$ cat config.mk
export PLATFORM = sky130hd
export DESIGN_NAME = complement_decrement_exec
export DESIGN_NICKNAME = d
export VERILOG_FILES = /design/src/rtl/cde_pkg.sv /design/src/rtl/complement_decrement_exec.sv
export VERILOG_INCLUDE_DIRS = /design/src /design/src/rtl
export SDC_FILE = /design/constraint.sdc
export NUM_CORES = 1
export LEC_CHECK = 0
export BUFFER_PORTS_ARGS = -buffer_cell sky130_fd_sc_hd__buf_2
export CAP_MARGIN = 20
export CORE_ASPECT_RATIO = 1.2
export CORE_MARGIN = 2
export CORE_UTILIZATION = 40
export CTS_BUF_LIST = sky130_fd_sc_hd__clkbuf_2
export CTS_CLUSTER_DIAMETER = 40
export DETAILED_ROUTE_END_ITERATION = 8
export HOLD_SLACK_MARGIN = 0.06
export PLACE_DENSITY = 0.73
export SKIP_CTS_REPAIR_TIMING = 1
export SLEW_MARGIN = 15
export SYNTH_ARGS = -nofsm -noshare
export SYNTH_HDL_FRONTEND = slang
export SYNTH_SLANG_ARGS = --single-unit
$ cat constraint.sdc
create_clock -name sys_clk -period 1.5 [get_ports sys_clk]
set_clock_uncertainty 0.2 [all_clocks]
set_input_delay 0 -clock sys_clk [delete_from_list [all_inputs] [get_ports sys_clk]]
set_output_delay 0 -clock sys_clk [all_outputs]
set_load 0.03 [all_outputs]
$ cat src/rtl/cde_consts.svh
// constants for the complement / decrement executor
`ifndef CDE_CONSTS_SVH
`define CDE_CONSTS_SVH

// instruction word fields
`define CDE_OP_MSB      11
`define CDE_OP_LSB      6
`define CDE_DEST_BIT    5
`define CDE_ADDR_MSB    4
`define CDE_ADDR_LSB    0

// six-bit opcode values in bits 11:6
`define CDE_OPC_INVERT    6'h09
`define CDE_OPC_DEC       6'h03
`define CDE_OPC_DEC_SKIP  6'h0b

// destination select values
`define CDE_DEST_ACC    1'h0
`define CDE_DEST_FILE   1'h1

// reset values
`define CDE_ADDR_RST    5'h00
`define CDE_DATA_RST    8'h00

`endif

$ cat src/rtl/cde_pkg.sv
// types shared by the complement / decrement executor
package cde_pkg;

  // decoded operation class
  typedef enum logic [1:0] {
    OP_NONE,
    OP_INVERT,
    OP_DEC,
    OP_DEC_SKIP
  } op_kind_t;

  // execution sequencing state
  typedef enum logic {
    ST_RUN,
    ST_SKIP
  } exec_state_t;

  // one registered write-back bundle
  typedef struct packed {
    logic       acc_we;    // write accumulator
    logic       file_we;   // write addressed register
    logic [4:0] addr;      // register slot 0..31
    logic [7:0] data;      // result value
    logic       zf_we;     // update zero flag
    logic       zf;        // new zero flag value
  } wb_t;

endpackage

$ cat src/rtl/complement_decrement_exec.sv
// executor for complement, decrement and decrement-skip-if-zero
`timescale 1ns/1ps
`include "cde_consts.svh"

// What this block does
// - complement op writes inverted register, updates zero
// - dest bit zero accumulator, one register
// - decrement op writes register minus one, zero
// - decrement-skip writes result, flags left untouched
// - decrement-skip destination chosen by dest bit
// - zero decrement-skip discards next, runs no-op

module complement_decrement_exec #(
  parameter int DATA_W = 8,  // data path width
  parameter int ADDR_W = 5   // register slot field width
) (
  input  wire logic               sys_clk,      // instruction clock
  input  wire logic               sys_rst,      // sync reset, high
  input  wire logic               instr_valid,  // instruction present
  input  wire logic [11:0]        instr,        // fetched word
  input  wire logic [DATA_W-1:0]  file_rd_data, // addressed register
  output cde_pkg::wb_t            wb,           // write-back bundle
  output logic                    discard,      // next word squashed
  output logic                    nop_exec      // no-op running now
);

  // the write-back struct is fixed at eight data bits, five address bits
  if (DATA_W != 8 || ADDR_W != 5) begin : g_check
    $error("complement_decrement_exec supports DATA_W=8, ADDR_W=5 only");
  end

  // decode of the six opcode bits, shared by datapath and checks
  function automatic cde_pkg::op_kind_t decode(input logic [11:0] w);
    logic [5:0] opc;
    opc = w[`CDE_OP_MSB:`CDE_OP_LSB];
    if (opc == `CDE_OPC_INVERT) begin
      decode = cde_pkg::OP_INVERT;
    end else if (opc == `CDE_OPC_DEC) begin
      decode = cde_pkg::OP_DEC;
    end else if (opc == `CDE_OPC_DEC_SKIP) begin
      decode = cde_pkg::OP_DEC_SKIP;
    end else begin
      decode = cde_pkg::OP_NONE;
    end
  endfunction

  cde_pkg::wb_t         wb_r;        // registered write-back
  cde_pkg::wb_t         wb_nxt;      // next write-back
  cde_pkg::exec_state_t state_r;     // run or squash slot
  cde_pkg::exec_state_t state_nxt;   // next state
  logic                 discard_r;   // squash marker
  logic                 discard_nxt; // next squash marker
  logic                 nop_r;       // no-op cycle marker
  logic                 nop_nxt;     // next no-op marker
  cde_pkg::op_kind_t    kind;        // decoded class this cycle
  logic [7:0]           result;      // computed value
  logic                 live;        // instruction actually executes

  // decode and compute, one instruction cycle per word
  always_comb begin
    kind   = decode(instr);
    // a word that arrives in the squash slot is never executed
    // gating on reset too keeps the check helpers quiet while the
    // registers are being cleared, at no cost to the datapath
    live   = instr_valid && !sys_rst
             && (state_r == cde_pkg::ST_RUN);
    result = `CDE_DATA_RST;
    if (kind == cde_pkg::OP_INVERT) begin
      result = ~file_rd_data;
    end else if (kind != cde_pkg::OP_NONE) begin
      result = file_rd_data - 8'h01;
    end
  end

  // next write-back, flags and squash sequencing
  always_comb begin
    wb_nxt      = '0;
    state_nxt   = cde_pkg::ST_RUN;
    discard_nxt = 1'h0;
    nop_nxt     = 1'h0;
    wb_nxt.addr = `CDE_ADDR_RST;
    wb_nxt.data = `CDE_DATA_RST;
    case (state_r)
      cde_pkg::ST_RUN: begin
        if (live && kind != cde_pkg::OP_NONE) begin
          // full five-bit slot passes straight through
          wb_nxt.addr = instr[`CDE_ADDR_MSB:`CDE_ADDR_LSB];
          wb_nxt.data = result;
          // destination select, same meaning for all three ops
          if (instr[`CDE_DEST_BIT] == `CDE_DEST_FILE) begin
            wb_nxt.file_we = 1'h1;
          end else begin
            wb_nxt.acc_we = 1'h1;
          end
          if (kind == cde_pkg::OP_DEC_SKIP) begin
            // flags untouched; skip only on a zero result
            wb_nxt.zf_we = 1'h0;
            if (result == `CDE_DATA_RST) begin
              state_nxt   = cde_pkg::ST_SKIP;
              discard_nxt = 1'h1;
            end
          end else begin
            wb_nxt.zf_we = 1'h1;
            wb_nxt.zf    = (result == `CDE_DATA_RST);
          end
        end
      end
      cde_pkg::ST_SKIP: begin
        // prefetched word dropped: this cycle is the no-op
        nop_nxt   = 1'h1;
        state_nxt = cde_pkg::ST_RUN;
      end
      default: begin
        state_nxt = cde_pkg::ST_RUN;
      end
    endcase
  end

  // registers only; every output leaves from here
  always_ff @(posedge sys_clk) begin
    if (sys_rst) begin
      wb_r      <= '0;
      state_r   <= cde_pkg::ST_RUN;
      discard_r <= 1'h0;
      nop_r     <= 1'h0;
    end else begin
      wb_r      <= wb_nxt;
      state_r   <= state_nxt;
      discard_r <= discard_nxt;
      nop_r     <= nop_nxt;
    end
  end

  assign wb       = wb_r;
  assign discard  = discard_r;
  assign nop_exec = nop_r;

  // helper: word taken for execution in this cycle
  // these share the datapath decode, so a wrong opcode constant
  // would slip past them; the bench model reads the same constants header
  logic take_inv;  // complement accepted
  logic take_dec;  // decrement accepted
  logic take_skip; // decrement-skip accepted
  assign take_inv  = live && kind == cde_pkg::OP_INVERT;
  assign take_dec  = live && kind == cde_pkg::OP_DEC;
  assign take_skip = live && kind == cde_pkg::OP_DEC_SKIP;
endmodule

==> results summary <==
The leftover overflow at the end of global routing came out at 0. The synthesized design spends more area on one cell type than any other, namely sky130_fd_sc_hd__dfxtp_1. The normalized max-slew margin is 64.97%.

The critical path endpoint category is a register. The final estimated routing congestion in global placement is 0.8383. The sink count of the clock tree is 19. The number of H-tree branching levels came out at 1.

The first-pass GRT wire length is 3850 µm. The instance count after placement with tap cells included is 192. The number of global-route vias before repair came to 898. IR analysis of the VDD net gives a maximum drop of 0.0003347 V. The filler cells instantiated in the layout total 174. Using the TritonRoute via totals, the vias-per-cell ratio works out to 4.884. Setup repair after global routing left no endpoint under its margin. The number of cells in the finished layout apart from fillers is 215. The measured slew at the worst slew-check pin came out at 0.5189 ns. The synthesized netlist occupies a cell area of 890.9 µm².

The insertion delay to the later sink of the worst-skew pair is 0.29 ns. The routed design could run at a clock period as short as 1.436 ns. The count of endpoints failing setup in the final report came out at 0. In the synthesized netlist the dominant register cell turns out to be sky130_fd_sc_hd__dfxtp_1. The top cell type by area accounts for 42.70% of the synthesized area.

Dividing total power by cell area gives a power density of 606.1 nW/µm². The area occupied by multi-input gates is 513.0 µm². The area of the core came out at 2095 µm².

The area occupied by registers is 380.4 µm². Data arrives at the worst endpoint at 1.46 ns. The count of unresolved DRC violations after routing is 0. The count of endpoints failing hold in the final timing report is 0. The number of buffer cells added on primary ports is 41. The number of antenna diodes is 0. Summed over all cells, the static leakage comes to 0.0007616 µW. The number of nets with antenna violations after detailed routing is 0. A synthesized cell averages 9.184 µm². The biggest fanout along the worst timing path came out at 5. The HPWL reported at the end of detailed placement came out at 1977 µm. Based on the critical path, the design can be clocked at up to 0.6963 GHz.

Measured on the finished design, the core utilization comes to 74.49%. The total iterations of the first detailed-routing run is 4. On the final layout, the worst hold slack is 0.03263 ns. The horizontal die dimension came out at 47.08 µm.

The number of violations reported at the end of detailed-routing iteration 0 is 17. The initial standard-cell utilization of the core is 42.53%. The share of final-layout standard cells stronger than drive strength 1 came out at 45.41%. The critical path startpoint category is an input port. The number of buffers added by the clock tree synthesis step came out at 3. The number of synthesized register bits came out at 19. From synthesis to final layout, the design area changed by 75.14%.

Sorting the synthesized cells by area gives the leading types as sky130_fd_sc_hd__dfxtp_1 43%, sky130_fd_sc_hd__nor2_1 6.3%, sky130_fd_sc_hd__and3_1 4.9%, sky130_fd_sc_hd__xnor2_1 2.9%, sky130_fd_sc_hd__xor2_1 2.9%. The number of max-slew violations in the final report is 0. The detailed-route via count came out at 1050. The share of flip-flops with an asynchronous set or reset after synthesis is 0%. The class of the most critical hold timing path is input port to register. The average wire length per cell after detail routing came out at 12.45 µm. In the finished design, the share of the clock period the worst path needs comes to 95.74%. The floorplan row count is 18. The required arrival time at the worst endpoint came out at 1.52 ns.

The routed design has 2677 µm of wire. The buffer depth of the longest clock path came out at 2. The number of nets in the layout is 210. TritonCTS built the clock tree.

The Yosys warning count came out at 0. Entering global routing, the biggest net connects 11 pins. The overall die area came out at 2622 µm². The total track usage came out at 20.19%.

CTS placed an instance of sky130_fd_sc_hd__clkbuf_2 at the clock tree root. The run finished with clean final reports. The I/O pin count is 42. For this run, the register share of the synthesized area comes to 42.70%. The number of antenna violations at the first check in global routing is 0. The total nets after synthesis is 121. Synthesis produced a netlist whose cell count is 97. Clock-pin slew was measured on the worst setup and hold paths at 0.16 ns.

Yosys mapped the design onto 34 distinct sky130hd cell types. The post-layout total power came out at 945.7 µW. The number of enable flip-flop cells after synthesis came out at 0. The critical path in this run is classified as input port to register. The chip height is 55.70 µm. The number of violations of the max-capacitance limit came out at 0.
## per-stage QoR
stage / setup TNS (ns) / setup slack, ns / area [µm²]
after floorplan: -0.1324 / -0.06620 / 924.6
after global placement: -1.215 / -0.2171 / 1350
after detailed placement: -1.498 / -0.2145 / 1350
after CTS: 0 / 0.1087 / 1370
after global routing: 0 / 0.005976 / 1560
final: 0 / 0.06384 / 1560
## worst max-delay path, cell delays in order
cell,delay [ns]
sky130_fd_sc_hd__buf_2,0.12
sky130_fd_sc_hd__inv_1,0.05
sky130_fd_sc_hd__ha_1,0.27
sky130_fd_sc_hd__inv_1,0.08
sky130_fd_sc_hd__a21oi_1,0.06
sky130_fd_sc_hd__o311ai_0,0.46
sky130_fd_sc_hd__a31oi_1,0.25
sky130_fd_sc_hd__nor4_2,0.18
## path summary, 6_finish.rpt
path	endpoint	startpoint	slack, ns	cells past startpoint
hold reg to reg	nop_exec	state_r	0.30	1
hold / removal	state_r	instr[8]	0.03	5
setup reg to reg	wb[0]	state_r	0.18	3
setup / recovery	wb[0]	file_rd_data[0]	0.06	8
## synthesized netlist by cell type, types with 2 or more instances
library cell and count:
sky130_fd_sc_hd__a21oi_1 3, sky130_fd_sc_hd__a22oi_1 2, sky130_fd_sc_hd__and3_1 7, sky130_fd_sc_hd__buf_2 2, sky130_fd_sc_hd__dfxtp_1 19, sky130_fd_sc_hd__inv_1 3, sky130_fd_sc_hd__mux2i_1 2, sky130_fd_sc_hd__nand2_1 6
sky130_fd_sc_hd__nor2_1 15, sky130_fd_sc_hd__nor2b_1 3, sky130_fd_sc_hd__nor3_1 3, sky130_fd_sc_hd__nor3b_1 3, sky130_fd_sc_hd__nor4_1 2, sky130_fd_sc_hd__nor4_2 2, sky130_fd_sc_hd__o22ai_1 2, sky130_fd_sc_hd__xnor2_1 3
sky130_fd_sc_hd__xor2_1 3
## placed cells by master (no fill, tap or decap), drive strengths merged, types with 4 or more instances in the layout
master | netlist | layout
buf | 2 | 68
dlygate4sd3 | 0 | 19
dfxtp | 19 | 19
nor2 | 16 | 16
and3 | 7 | 7
nand2 | 6 | 6
clkbuf | 1 | 4
nor4 | 4 | 4
## cell type report
type | count | area share, %
Clock buffer | 4 | 1.283
Inverter | 3 | 0.7217
Multi-Input combinational cell | 72 | 32.88
Sequential cell | 19 | 24.38
Tap cell | 30 | 2.406
Timing Repair Buffer | 87 | 38.33
## metal layers
metal,wire length (µm),vias up,global-route usage [%]
li1,-,523,-
met1,1028,482,22.04
met2,1445,41,35.03
met3,151,4,3.896
met4,52,0,9.524
met5,0,-,0
## power by group
| group | internal (µW) | switching [µW] | total [µW] | leakage [µW] |
|---|---|---|---|---|
| Clock | 70.7 | 140 | 210 | 0.0000166 |
| Combinational | 127 | 100 | 228 | 0.000592 |
| Sequential | 507 | 0.479 | 508 | 0.000153 |
| Total | 705 | 240 | 946 | 0.000762 |
## cell families (layout without fill, tap and decap cells)
kind of cell / count (synthesis) / after routing / share of synthesized area (%)
and+or+nand+nor: 48 / 48 / 31.18
DFF: 19 / 19 / 42.70
AOI/OAI and AO/OA: 14 / 14 / 12.50
xor gates and xnor gates: 6 / 6 / 5.900
buffers and inverters: 6 / 94 / 2.809
muxes: 3 / 3 / 3.511
adders and majority gates: 1 / 1 / 1.404
## flip-flops by register name, summed over array words and instances, names as in the netlist
register,count
nop_exec,1
state_r,1
wb,17
Note: power is estimated with default switching activity, not from simulation.
